### config.mk
export PLATFORM = sky130hd
export DESIGN_NAME = ufst_top
export DESIGN_NICKNAME = d
export VERILOG_FILES = /design/src/hw/ufst_pkg.sv /design/src/hw/ufst_fifo.sv /design/src/hw/ufst_top.sv
export VERILOG_INCLUDE_DIRS = /design/src /design/src/hw
export SDC_FILE = /design/constraint.sdc
export NUM_CORES = 1
export LEC_CHECK = 0
export ABC_AREA = 1
export BUFFER_PORTS_ARGS = -buffer_cell sky130_fd_sc_hd__buf_2
export CAP_MARGIN = 15
export CORE_UTILIZATION = 40
export DETAILED_ROUTE_END_ITERATION = 16
export PLACE_DENSITY_LB_ADDON = 0.2
export SYNTH_ARGS = -nofsm -noshare
export SYNTH_HDL_FRONTEND = slang
export SYNTH_SLANG_ARGS = --single-unit
### constraint.sdc
create_clock -name clk -period 3.8 [get_ports clk]
set_input_delay 0.76 -clock clk [delete_from_list [all_inputs] [get_ports clk]]
set_output_delay 0.76 -clock clk [all_outputs]
set_load 0.02 [all_outputs]
### src/hw/ufst_params.svh
// Constants of the serial port format, status, test and pin-sharing block
// Included by ufst_pkg and ufst_top; definitions only
// Behaviour
// - Flow-ignore set: transmit regardless of RTS
// - Flow-ignore clear: start only while RTS asserted
// - CTS source set: CTS deasserts when receive full
// - CTS source clear: CTS pin is inverse drive
// - Parity-on enables generator and checker; default off
// - Parity sense: 0 even, 1 odd
// - Transmit one or two stops; receiver accepts one
// - Character size: 0 eight bits, 1 seven
// - Clock source: 0 divider, 1 external pin
// - Internal 16x tick every divider_field+1 clocks
// - Status read-only except change flag write-one-clear
// - Transmitter-empty sets when drained; write clears
// - Transmit-ready: sets while unsent count below transmit threshold, clears above it
// - Receive-ready: sets while unread count above receive threshold, clears below it
// - Change flag sets on any RTS edge
// - Status reports present RTS pin level
// - Force-bad-parity inverts sent parity bit
// - Loopback feeds receiver from transmitter output
// - Infrared loopback feeds infrared receiver from transmitter
// - Pin-function bit: 0 general I/O, 1 serial
// - Direction bit: 0 input, 1 output
// - Pin data latches writes; reads mix pins
// - Threshold codes: 1, 4, 8, 14 slots
`ifndef UFST_PARAMS_SVH
`define UFST_PARAMS_SVH
`define UFST_IDX_PRIMARY 4'h0
`define UFST_IDX_LINE 4'h1
`define UFST_IDX_DIVIDER 4'h2
`define UFST_IDX_STATUS 4'h3
`define UFST_IDX_TEST 4'h4
`define UFST_IDX_PIN_FUNC 4'h5
`define UFST_IDX_PIN_DIR 4'h6
`define UFST_IDX_PIN_DATA 4'h7
`define UFST_IDX_TX_DATA 4'h8
`define UFST_IDX_RX_DATA 4'h9
`define UFST_MASK_PRIMARY 16'hcc80
`define UFST_MASK_LINE 16'h71f0
`define UFST_MASK_DIVIDER 16'h0fff
`define UFST_MASK_TEST 16'h3400
`define UFST_MASK_PIN 16'h000f
`define UFST_RST_REG 16'h0000
`define UFST_B_TX_THR 14
`define UFST_B_RX_THR 10
`define UFST_B_IR_EN 7
`define UFST_B_FLOW_IGNORE 14
`define UFST_B_CTS_SRC 13
`define UFST_B_CTS_DRIVE 12
`define UFST_B_PARITY_ON 8
`define UFST_B_PARITY_SENSE 7
`define UFST_B_STOP_COUNT 6
`define UFST_B_CHAR_SIZE 5
`define UFST_B_CLK_SRC 4
`define UFST_B_TX_EMPTY 15
`define UFST_B_RTS_LEVEL 14
`define UFST_B_TX_READY 13
`define UFST_B_RTS_CHANGE 12
`define UFST_B_RX_READY 9
`define UFST_B_FORCE_PAR 13
`define UFST_B_LOOP 12
`define UFST_B_IR_LOOP 10
`define UFST_B_RX_VALID 15
`define UFST_B_RX_ERR 14
`define UFST_B_RX_FRAME 12
`define UFST_B_RX_PARITY 10
`define UFST_SUB_MID 4'h7
`define UFST_SUB_LAST 4'hf
`define UFST_LAST_BIT7 3'h6
`define UFST_LAST_BIT8 3'h7
`define UFST_THR_CODE0 5'h01
`define UFST_THR_CODE1 5'h04
`define UFST_THR_CODE2 5'h08
`define UFST_THR_CODE3 5'h0e
`define UFST_SERIAL_OE 4'h9
`endif

### src/hw/ufst_pkg.sv
// Types and shared decode functions of the serial port block
// Assumes ufst_params.svh is reachable by bare name
package ufst_pkg;
  `include "ufst_params.svh"

  typedef logic [15:0] ufst_word_t;
  typedef logic [3:0] ufst_addr_t;
  typedef logic [3:0] ufst_pins_t;
  typedef enum logic [2:0] {TX_IDLE, TX_START, TX_DATA, TX_PAR, TX_STOP} ufst_tx_state_e;
  typedef enum logic [2:0] {RX_IDLE, RX_START, RX_DATA, RX_PAR, RX_STOP} ufst_rx_state_e;

  // Threshold code to slot count
  function automatic logic [4:0] ufst_slots(input logic [1:0] code);
    logic [4:0] n;
    n = `UFST_THR_CODE0;
    case (code)
      2'h1: n = `UFST_THR_CODE1;
      2'h2: n = `UFST_THR_CODE2;
      2'h3: n = `UFST_THR_CODE3;
      default: n = `UFST_THR_CODE0;
    endcase
    return n;
  endfunction

  // Parity bit for a character; bit 7 excluded in seven-bit mode
  function automatic logic ufst_parity(input logic [7:0] data, input logic seven, input logic odd);
    return (^{data[7] & ~seven, data[6:0]}) ^ odd;
  endfunction
endpackage

### src/hw/ufst_fifo.sv
// Character FIFO with registered head word
// Assumes DEPTH is a power of two and CW can hold DEPTH
`timescale 1ns/1ns
`default_nettype none
module ufst_fifo #(
  parameter int WIDTH = 10,
  parameter int DEPTH = 16,
  parameter int CW = 5
) (
  input wire logic clk,
  input wire logic reset,
  input wire logic push,
  input wire logic [WIDTH-1:0] wdata,
  input wire logic pop,
  output logic [WIDTH-1:0] head_q,
  output logic [CW-1:0] count_q,
  output logic full,
  output logic empty
);
  localparam int AW = $clog2(DEPTH);
  logic [WIDTH-1:0] mem [DEPTH];
  logic [AW-1:0] wptr_q;
  logic [AW-1:0] rptr_q;
  logic [AW-1:0] rptr_d;
  logic do_push;
  logic do_pop;

  assign full = (count_q == CW'(DEPTH));
  assign empty = (count_q == '0);
  assign do_push = push && !full;
  assign do_pop = pop && !empty;
  assign rptr_d = do_pop ? rptr_q + 1'b1 : rptr_q;

  always_ff @(posedge clk) begin
    if (do_push) begin
      mem[wptr_q] <= wdata;
    end
  end

  always_ff @(posedge clk) begin
    if (reset) begin
      wptr_q <= '0;
      rptr_q <= '0;
      count_q <= '0;
    end else begin
      if (do_push) begin
        wptr_q <= wptr_q + 1'b1;
      end
      rptr_q <= rptr_d;
      count_q <= count_q + CW'(do_push) - CW'(do_pop);
    end
  end

  // Bypass so a word written into an empty slot appears at once
  always_ff @(posedge clk) begin
    if (reset) begin
      head_q <= '0;
    end else if (do_push && wptr_q == rptr_d) begin
      head_q <= wdata;
    end else begin
      head_q <= mem[rptr_d];
    end
  end
endmodule
`default_nettype wire

### src/hw/ufst_top.sv
// Serial port format, status, test and pin-sharing logic with 16x serial engine
// Assumes synchronous pin inputs and a plain register port with one-cycle strobes
//
// The implementer's own choices: the placing of the registers and the plain strobed port.
`timescale 1ns/1ns
`default_nettype none
`include "ufst_params.svh"
module ufst_top #(
  parameter int DEPTH = 16,
  parameter int CW = 5
) (
  input wire logic clk,
  input wire logic reset,
  input wire ufst_pkg::ufst_addr_t reg_addr,
  input wire ufst_pkg::ufst_word_t reg_wdata,
  input wire logic reg_wr,
  input wire logic reg_rd,
  output ufst_pkg::ufst_word_t reg_rdata_q,
  input wire ufst_pkg::ufst_pins_t pin_in,
  output ufst_pkg::ufst_pins_t pin_out,
  output ufst_pkg::ufst_pins_t pin_oe,
  input wire logic external_clock_pin,
  input wire logic ir_rx_in,
  output logic ir_tx_out
);
  import ufst_pkg::*;

  ufst_word_t prim_q, line_q, div_q, test_q, pfn_q, pdir_q, pdata_q;
  ufst_word_t status_w;
  logic flow_ignore, cts_source_select, cts_drive, parity_on, parity_sense;
  logic stop_count, char_size, bit_clock_source, force_bad_parity, loopback;
  logic infrared_loopback, ir_en;
  logic [11:0] divider_field;
  logic [11:0] div_cnt_q;
  logic ext_q, ext_prev_q, tick_int, tick;
  logic rts_now, rts_prev_q, rts_change_flag_q, rts_clear;
  logic transmitter_empty_q, transmit_ready_q, receive_ready_q;
  logic [4:0] tx_thr, rx_thr;
  logic tx_push, tx_pop, tx_go, tx_full, tx_empty;
  logic [7:0] tx_head;
  logic [CW-1:0] tx_cnt;
  logic rx_push, rx_pop, rx_full, rx_empty;
  logic [9:0] rx_head;
  logic [9:0] rx_word;
  logic [CW-1:0] rx_cnt;
  ufst_tx_state_e tx_q;
  ufst_rx_state_e rx_q;
  logic [3:0] tx_sub_q, rx_sub_q;
  logic [2:0] tx_bit_q, rx_bit_q, last_bit;
  logic [7:0] tx_shift_q, rx_shift_q, rx_data;
  logic tx_par_q, tx_stop_q, tx_line_q, rx_perr_q, rx_line, ir_rx_eff, cts_n;
  logic tx_end, rx_end;
  ufst_pins_t serial_out;

  assign flow_ignore = line_q[`UFST_B_FLOW_IGNORE];
  assign cts_source_select = line_q[`UFST_B_CTS_SRC];
  assign cts_drive = line_q[`UFST_B_CTS_DRIVE];
  assign parity_on = line_q[`UFST_B_PARITY_ON];
  assign parity_sense = line_q[`UFST_B_PARITY_SENSE];
  assign stop_count = line_q[`UFST_B_STOP_COUNT];
  assign char_size = line_q[`UFST_B_CHAR_SIZE];
  assign bit_clock_source = line_q[`UFST_B_CLK_SRC];
  assign divider_field = div_q[11:0];
  assign force_bad_parity = test_q[`UFST_B_FORCE_PAR];
  assign loopback = test_q[`UFST_B_LOOP];
  assign infrared_loopback = test_q[`UFST_B_IR_LOOP];
  assign ir_en = prim_q[`UFST_B_IR_EN];
  assign tx_thr = ufst_slots(prim_q[`UFST_B_TX_THR +: 2]);
  assign rx_thr = ufst_slots(prim_q[`UFST_B_RX_THR +: 2]);
  assign last_bit = char_size ? `UFST_LAST_BIT7 : `UFST_LAST_BIT8;

  // Register writes
  always_ff @(posedge clk) begin
    if (reset) begin
      prim_q <= `UFST_RST_REG;
      line_q <= `UFST_RST_REG;
      div_q <= `UFST_RST_REG;
      test_q <= `UFST_RST_REG;
      pfn_q <= `UFST_RST_REG;
      pdir_q <= `UFST_RST_REG;
      pdata_q <= `UFST_RST_REG;
    end else if (reg_wr) begin
      if (reg_addr == `UFST_IDX_PRIMARY) begin
        prim_q <= reg_wdata & `UFST_MASK_PRIMARY;
      end else if (reg_addr == `UFST_IDX_LINE) begin
        line_q <= reg_wdata & `UFST_MASK_LINE;
      end else if (reg_addr == `UFST_IDX_DIVIDER) begin
        div_q <= reg_wdata & `UFST_MASK_DIVIDER;
      end else if (reg_addr == `UFST_IDX_TEST) begin
        test_q <= reg_wdata & `UFST_MASK_TEST;
      end else if (reg_addr == `UFST_IDX_PIN_FUNC) begin
        pfn_q <= reg_wdata & `UFST_MASK_PIN;
      end else if (reg_addr == `UFST_IDX_PIN_DIR) begin
        pdir_q <= reg_wdata & `UFST_MASK_PIN;
      end else if (reg_addr == `UFST_IDX_PIN_DATA) begin
        pdata_q <= reg_wdata & `UFST_MASK_PIN;
      end
    end
  end

  // 16x bit clock: divider or external pin edge
  always_ff @(posedge clk) begin
    if (reset) begin
      ext_q <= 1'b0;
      ext_prev_q <= 1'b0;
    end else begin
      ext_q <= external_clock_pin;
      ext_prev_q <= ext_q;
    end
  end

  assign tick_int = (div_cnt_q >= divider_field);

  always_ff @(posedge clk) begin
    if (reset || tick_int) begin
      div_cnt_q <= '0;
    end else begin
      div_cnt_q <= div_cnt_q + 12'h001;
    end
  end

  assign tick = bit_clock_source ? (ext_q && !ext_prev_q) : tick_int;

  // Pin sharing
  assign rts_now = pfn_q[2] ? pin_in[2] : 1'b1;
  assign cts_n = cts_source_select ? rx_full : !cts_drive;
  assign serial_out = {cts_n, 1'b1, 1'b1, ir_en ? 1'b1 : tx_line_q};
  assign pin_out = (pfn_q[3:0] & serial_out) | (~pfn_q[3:0] & pdata_q[3:0]);
  assign pin_oe = (pfn_q[3:0] & `UFST_SERIAL_OE) | (~pfn_q[3:0] & pdir_q[3:0]);
  assign ir_tx_out = ir_en && !tx_line_q;
  assign ir_rx_eff = infrared_loopback ? ir_tx_out : ir_rx_in;
  always_comb begin
    if (loopback) begin
      rx_line = tx_line_q;
    end else if (ir_en) begin
      rx_line = !ir_rx_eff;
    end else begin
      rx_line = pfn_q[1] ? pin_in[1] : 1'b1;
    end
  end

  // Character FIFOs
  assign tx_push = reg_wr && reg_addr == `UFST_IDX_TX_DATA;
  assign rx_pop = reg_rd && reg_addr == `UFST_IDX_RX_DATA;
  assign tx_go = !tx_empty && (flow_ignore || !rts_now);
  assign tx_pop = tick && tx_q == TX_IDLE && tx_go;
  assign tx_end = (tx_sub_q == `UFST_SUB_LAST);
  assign rx_end = (rx_sub_q == `UFST_SUB_LAST);
  assign rx_data = char_size ? {1'b0, rx_shift_q[7:1]} : rx_shift_q;
  assign rx_push = tick && rx_q == RX_STOP && rx_end;
  assign rx_word = {!rx_line, rx_perr_q, rx_data};

  ufst_fifo #(.WIDTH(8), .DEPTH(DEPTH), .CW(CW)) u_tx_fifo (
    .clk(clk),
    .reset(reset),
    .push(tx_push),
    .wdata(reg_wdata[7:0]),
    .pop(tx_pop),
    .head_q(tx_head),
    .count_q(tx_cnt),
    .full(tx_full),
    .empty(tx_empty)
  );

  ufst_fifo #(.WIDTH(10), .DEPTH(DEPTH), .CW(CW)) u_rx_fifo (
    .clk(clk),
    .reset(reset),
    .push(rx_push),
    .wdata(rx_word),
    .pop(rx_pop),
    .head_q(rx_head),
    .count_q(rx_cnt),
    .full(rx_full),
    .empty(rx_empty)
  );

  // Transmitter
  always_ff @(posedge clk) begin
    if (reset) begin
      tx_q <= TX_IDLE;
      tx_sub_q <= '0;
      tx_bit_q <= '0;
      tx_shift_q <= '0;
      tx_par_q <= 1'b0;
      tx_stop_q <= 1'b0;
      tx_line_q <= 1'b1;
    end else if (tick) begin
      if (tx_q != TX_IDLE) begin
        tx_sub_q <= tx_sub_q + 4'h1;
      end
      case (tx_q)
        TX_IDLE: begin
          if (tx_go) begin
            tx_q <= TX_START;
            tx_shift_q <= tx_head;
            tx_par_q <= ufst_parity(tx_head, char_size, parity_sense) ^ force_bad_parity;
            tx_sub_q <= '0;
            tx_bit_q <= '0;
            tx_stop_q <= 1'b0;
            tx_line_q <= 1'b0;
          end
        end
        TX_START: begin
          if (tx_end) begin
            tx_q <= TX_DATA;
            tx_line_q <= tx_shift_q[0];
          end
        end
        TX_DATA: begin
          if (tx_end && tx_bit_q == last_bit) begin
            tx_q <= parity_on ? TX_PAR : TX_STOP;
            tx_line_q <= parity_on ? tx_par_q : 1'b1;
          end else if (tx_end) begin
            tx_bit_q <= tx_bit_q + 3'h1;
            tx_shift_q <= {1'b0, tx_shift_q[7:1]};
            tx_line_q <= tx_shift_q[1];
          end
        end
        TX_PAR: begin
          if (tx_end) begin
            tx_q <= TX_STOP;
            tx_line_q <= 1'b1;
          end
        end
        TX_STOP: begin
          if (tx_end && stop_count && !tx_stop_q) begin
            tx_stop_q <= 1'b1;
          end else if (tx_end) begin
            tx_q <= TX_IDLE;
          end
        end
        default: tx_q <= TX_IDLE;
      endcase
    end
  end

  // Receiver: start qualified at mid-bit, then one sample per bit
  always_ff @(posedge clk) begin
    if (reset) begin
      rx_q <= RX_IDLE;
      rx_sub_q <= '0;
      rx_bit_q <= '0;
      rx_shift_q <= '0;
      rx_perr_q <= 1'b0;
    end else if (tick) begin
      rx_sub_q <= rx_sub_q + 4'h1;
      case (rx_q)
        RX_IDLE: begin
          rx_sub_q <= '0;
          if (!rx_line) begin
            rx_q <= RX_START;
          end
        end
        RX_START: begin
          if (rx_sub_q == `UFST_SUB_MID) begin
            rx_q <= rx_line ? RX_IDLE : RX_DATA;
            rx_sub_q <= '0;
            rx_bit_q <= '0;
            rx_perr_q <= 1'b0;
          end
        end
        RX_DATA: begin
          if (rx_end) begin
            rx_shift_q <= {rx_line, rx_shift_q[7:1]};
            rx_bit_q <= rx_bit_q + 3'h1;
            if (rx_bit_q == last_bit) begin
              rx_q <= parity_on ? RX_PAR : RX_STOP;
            end
          end
        end
        RX_PAR: begin
          if (rx_end) begin
            rx_perr_q <= rx_line != ufst_parity(rx_data, char_size, parity_sense);
            rx_q <= RX_STOP;
          end
        end
        RX_STOP: begin
          if (rx_end) begin
            rx_q <= RX_IDLE;
          end
        end
        default: rx_q <= RX_IDLE;
      endcase
    end
  end

  // Status flags
  assign rts_clear = reg_wr && reg_addr == `UFST_IDX_STATUS && reg_wdata[`UFST_B_RTS_CHANGE];

  always_ff @(posedge clk) begin
    if (reset) begin
      rts_prev_q <= 1'b1;
      rts_change_flag_q <= 1'b0;
    end else begin
      rts_prev_q <= rts_now;
      if (rts_now != rts_prev_q) begin
        rts_change_flag_q <= 1'b1;
      end else if (rts_clear) begin
        rts_change_flag_q <= 1'b0;
      end
    end
  end

  always_ff @(posedge clk) begin
    if (reset) begin
      transmitter_empty_q <= 1'b0;
    end else if (tx_push) begin
      transmitter_empty_q <= 1'b0;
    end else if (tx_empty && tx_q == TX_IDLE) begin
      transmitter_empty_q <= 1'b1;
    end
  end

  always_ff @(posedge clk) begin
    if (reset) begin
      transmit_ready_q <= 1'b0;
      receive_ready_q <= 1'b0;
    end else begin
      if (tx_cnt < CW'(tx_thr)) begin
        transmit_ready_q <= 1'b1;
      end else if (tx_cnt > CW'(tx_thr)) begin
        transmit_ready_q <= 1'b0;
      end
      if (rx_cnt > CW'(rx_thr)) begin
        receive_ready_q <= 1'b1;
      end else if (rx_cnt < CW'(rx_thr)) begin
        receive_ready_q <= 1'b0;
      end
    end
  end

  always_comb begin
    status_w = '0;
    status_w[`UFST_B_TX_EMPTY] = transmitter_empty_q;
    status_w[`UFST_B_RTS_LEVEL] = rts_now;
    status_w[`UFST_B_TX_READY] = transmit_ready_q;
    status_w[`UFST_B_RTS_CHANGE] = rts_change_flag_q;
    status_w[`UFST_B_RX_READY] = receive_ready_q;
  end

  // Read data: valid only in the cycle after the strobe
  always_ff @(posedge clk) begin
    if (reset || !reg_rd) begin
      reg_rdata_q <= '0;
    end else if (reg_addr == `UFST_IDX_PRIMARY) begin
      reg_rdata_q <= prim_q;
    end else if (reg_addr == `UFST_IDX_LINE) begin
      reg_rdata_q <= line_q;
    end else if (reg_addr == `UFST_IDX_DIVIDER) begin
      reg_rdata_q <= div_q;
    end else if (reg_addr == `UFST_IDX_STATUS) begin
      reg_rdata_q <= status_w;
    end else if (reg_addr == `UFST_IDX_TEST) begin
      reg_rdata_q <= test_q;
    end else if (reg_addr == `UFST_IDX_PIN_FUNC) begin
      reg_rdata_q <= pfn_q;
    end else if (reg_addr == `UFST_IDX_PIN_DIR) begin
      reg_rdata_q <= pdir_q;
    end else if (reg_addr == `UFST_IDX_PIN_DATA) begin
      reg_rdata_q <= {12'h000, (pin_in & ~pdir_q[3:0]) | (pdata_q[3:0] & pdir_q[3:0])};
    end else if (reg_addr == `UFST_IDX_RX_DATA && !rx_empty) begin
      reg_rdata_q <= {1'b1, rx_head[9] | rx_head[8], 1'b0, rx_head[9], 1'b0, rx_head[8], 2'b00, rx_head[7:0]};
    end else begin
      reg_rdata_q <= '0;
    end
  end
endmodule
`default_nettype wire

==> out/metrics.csv <==
stage;metric;value;unit
status;result_of_the_run;finished, final reports clean;
power_and_ir_drop;combPwrFrac;7.7;%
cts;postCtsResizedCells;0;
global_routing;via_count_of_the_first_global_routing_pass;14260;
floorplanning;core.rowCount;81;
timing;number_of_slew_limit_violations_in_the_final_report;0;
drt;routed_via_density;5.23;
floorplanning;initial_core_util;40.9;%
cts;post-cts-setup-buffer-count;0;
layout;num_antenna_cells;0;
layout;filler_cell_count;4627;
power_and_ir_drop;power.leakage;8.83;nW
timing;max_slew.worst_pin.slew;0.911;ns
synth;ys.flop_type;sky130_fd_sc_hd__edfxtp_1;
drt;antenna_left;0;
floorplanning;core_area;49300;um^2
synth;synth-edff-count;288;
timing;relSlewSlack;39.3;%
timing;final_period_minus_worst_setup_slack;3.24;ns
drt;drt_drc_violations_left;0;
layout;ff_latch_area;11800;um^2
floorplanning;floorplan_die_area;51300;um^2
power_and_ir_drop;power_density;477;nW/um^2
drt;number_of_drc_markers_in_iteration_0;1241;
layout;final_core_util;46.7;%
critical_path;critical_path.startpoint_type;flip-flop;
synth;fraction_of_synthesized_cell_area_taken_by_the_top_area_cell_type;42.9;%
floorplanning;fp.dieW;226;um
placed_design;place_inst;2772;
power_and_ir_drop;switching_share;23.7;%
cts;cts_max_path_buffers;3;
timing;timing.setup.tns;0;ns
synth;asyncSetResetFlopFracSynth;0;%
power_and_ir_drop;share_seq_of_total_power;48.7;%
layout;multi_input_area;6810;um^2
synth;netlist_area;20100;um^2
global_routing;largest_net_degree_at_the_start_of_global_routing;81;
timing;hold_slack;0.379;ns
critical_path;crit_arrival;3.71;ns
cts;cts.reportedPaths.clkPinSlew;0.06;ns
layout;final_cells;2859;
timing;timing.final.setup_violations;0;
drt;routedWlPerCell;18.0;um
job;maxCapViolations;0;
min_path;worst_hold_path_type;primary input to flip-flop;
cts;htreeDepth;2;
synth;yosys_warnings;0;
timing;layout_setup_ws;0.558;ns
timing;grt_setup_unrepaired;false;
cts;cts_tree;done;
synth;synth_area_leaders;sky130_fd_sc_hd__edfxtp_1, sky130_fd_sc_hd__dfxtp_1, sky130_fd_sc_hd__inv_1;
critical_path;crit_path_end_kind;flip-flop;
global_routing;grt_first_pass_wirelength;80400;um
placed_design;post-place-ws;0.359;ns
synth;synth_cell_types;48;
cts;tritoncts_num_sinks;447;
critical_path;worst_ep_required_time;4.27;ns
synth;synth_nets;2167;
synth;netlist_instances;2088;
drt;dr_total_vias;14950;
placed_design;hpwl;33000;um
floorplanning;top_level_port_count;55;
timing;fin_worst_skew;0.0247;ns
cts;clock-root-buffer;sky130_fd_sc_hd__clkbuf_16;
timing;maximum_frequency_from_static_timing_analysis;308;MHz
power_and_ir_drop;ir_drop;0.000379;V
drt;first_pass_iters;6;
floorplanning;die_y;226;um
power_and_ir_drop;net-switching-power;2.59;mW
cts;cts-buffers-inserted;49;
global_routing;grt_util_all_layers;20.4;%
critical_path;setup.worst_path.class;flip-flop to flip-flop;
cts;worstSkewPairLatency;0.59;ns
power_and_ir_drop;power.share.clock;43.6;%
global_routing;gr-total-overflow;0;
synth;average_size_of_a_mapped_cell;9.65;um^2
placed_design;place.port_buffers;54;
cts;cts.hold.buffers_added;0;
synth;synth-seq-cells;447;
layout;finish.net_count;2238;
layout;areaGrowthSynthToFinish;14.1;%
drt;drt_wl_total;51600;um
synth;synth_sequential_area_ratio;58.7;%
power_and_ir_drop;cell_internal_pwr;8.36;mW
timing;final_min_period_over_clock_period;85.3;%
critical_path;crit_path_max_fanout;7;
synth;synth_top_cell_by_area;sky130_fd_sc_hd__edfxtp_1;
placed_design;finalWeightedCongestion;0.889;
timing;hold_viol;0;
layout;layout_cell_share_with_drive_strength_beyond_1;10.3;%
global_routing;grt_antenna_before_repair;0;
==> cells in the final DEF, fill, tap and decap left out, drive strengths merged, types with 5 or more instances in the layout <==
cell type	synthesis	layout
a211oi	5	5
a21oi	192	192
a221oi	6	6
a31oi	12	12
buf	38	113
clkbuf	55	73
clkinv	4	14
dfxtp	159	159
edfxtp	288	288
ha	47	47
inv	287	288
nand2	252	252
nand3	201	201
nand3b	59	59
nand4	13	13
nor2	146	146
nor3	19	19
o211ai	43	43
o21a	5	5
o21ai	190	190
or2	17	17
xnor2	13	13
xor2	22	22
==> Yosys cell counts (7+ instances only) <==
library cell	count
sky130_fd_sc_hd__buf_2	21
sky130_fd_sc_hd__o211ai_1	43
sky130_fd_sc_hd__a21oi_1	192
sky130_fd_sc_hd__or2_1	10
sky130_fd_sc_hd__inv_1	280
sky130_fd_sc_hd__buf_1	9
sky130_fd_sc_hd__nand3_1	199
sky130_fd_sc_hd__clkbuf_1	54
sky130_fd_sc_hd__xor2_1	20
sky130_fd_sc_hd__nor3_1	19
sky130_fd_sc_hd__xnor2_1	13
sky130_fd_sc_hd__ha_1	47
sky130_fd_sc_hd__edfxtp_1	288
sky130_fd_sc_hd__nand2_1	245
sky130_fd_sc_hd__or2_2	7
sky130_fd_sc_hd__o21ai_0	178
sky130_fd_sc_hd__nand3b_1	58
sky130_fd_sc_hd__o21ai_1	11
sky130_fd_sc_hd__a31oi_1	12
sky130_fd_sc_hd__nand4_1	13
sky130_fd_sc_hd__nor2_1	139
sky130_fd_sc_hd__dfxtp_1	159
==> registers in the layout, indices dropped and copies added (netlist names), 10 cells and up <==
| signal | cells |
|---|---|
| u_rx_fifo.mem | 160 |
| u_tx_fifo.mem | 128 |
| u_rx_fifo.head_q | 10 |
| div_cnt_q | 12 |
| div_q | 12 |
| reg_rdata_q | 16 |
==> logic make-up (layout without fill, tap and decap cells) <==
group,after synthesis,after routing,synth area share (%)
buffers and inverters,384,491,7.49
adders and majority gates,49,49,3.12
xor gates and xnor gates,35,35,1.60
AOI/OAI and AO/OA,463,463,12.5
DFF,447,447,58.7
and+or+nand+nor,710,710,16.6
==> final cells by class <==
class                   count  area share, %
flip-flops and latches    447           51.5
clock inverters            14          0.735
repair buffers            113           3.43
multi-input cells        1257           29.6
inverters                 291           4.76
well taps                 664           3.62
clock buffers              73           6.32
==> power by group through the flow <==
| stage | Clock (mW) | Sequential, mW | Combinational (mW) |
|---|---|---|---|
| global route | 5.08 | 5.34 | 0.953 |
| floorplan | 0 | 5.40 | 0.597 |
| finish | 4.78 | 5.33 | 0.841 |
| CTS | 4.90 | 5.33 | 0.845 |
| global placement | 0 | 5.43 | 0.825 |
| detailed placement | 0 | 5.43 | 0.840 |
==> through the flow <==
step	instance area, um^2	power [mW]
detailed placement	21400	6.27
global placement	21400	6.25
floorplan	20100	6.00
global route	23000	11.4
finish	23000	11.0
CTS	23000	11.1
==> per-layer routing <==
layer	GRT usage (%)	up-vias	share of wire (%)
li1	-	7292	-
met1	27.7	7150	45
met2	33.1	412	47
met3	3.07	96	5.3
met4	7.59	0	3.0
met5	0	-	0
==> path summary, 6_finish.rpt <==
kind                      start                    to  slack, ns  depth (start not counted)
max                   div_q[11]  u_rx_fifo.count_q[4]       0.56                         19
min          external_clock_pin                 ext_q       0.38                          3
max reg2reg           div_q[11]  u_rx_fifo.count_q[4]       0.56                         19
min reg2reg       rx_shift_q[0]         rx_shift_q[0]       0.47                          2
==> critical path: stages (launching register included) <==
cell	delay [ns]
sky130_fd_sc_hd__dfxtp_1	0.34
sky130_fd_sc_hd__inv_1	0.06
sky130_fd_sc_hd__ha_1	0.29
sky130_fd_sc_hd__nand2_1	0.07
sky130_fd_sc_hd__nor2_1	0.14
sky130_fd_sc_hd__nand2_1	0.08
sky130_fd_sc_hd__nor2_1	0.09
sky130_fd_sc_hd__nand2_1	0.08
sky130_fd_sc_hd__nand3_2	0.17
sky130_fd_sc_hd__nand2_1	0.14
sky130_fd_sc_hd__nor2_1	0.17
sky130_fd_sc_hd__nand3_1	0.19
sky130_fd_sc_hd__inv_2	0.18
sky130_fd_sc_hd__ha_1	0.19
sky130_fd_sc_hd__inv_1	0.06
sky130_fd_sc_hd__fa_1	0.39
sky130_fd_sc_hd__nor3_1	0.19
sky130_fd_sc_hd__a211oi_1	0.08
sky130_fd_sc_hd__o21ai_0	0.16
sky130_fd_sc_hd__a21oi_1	0.05
Note: power is estimated with default switching activity, not from simulation.
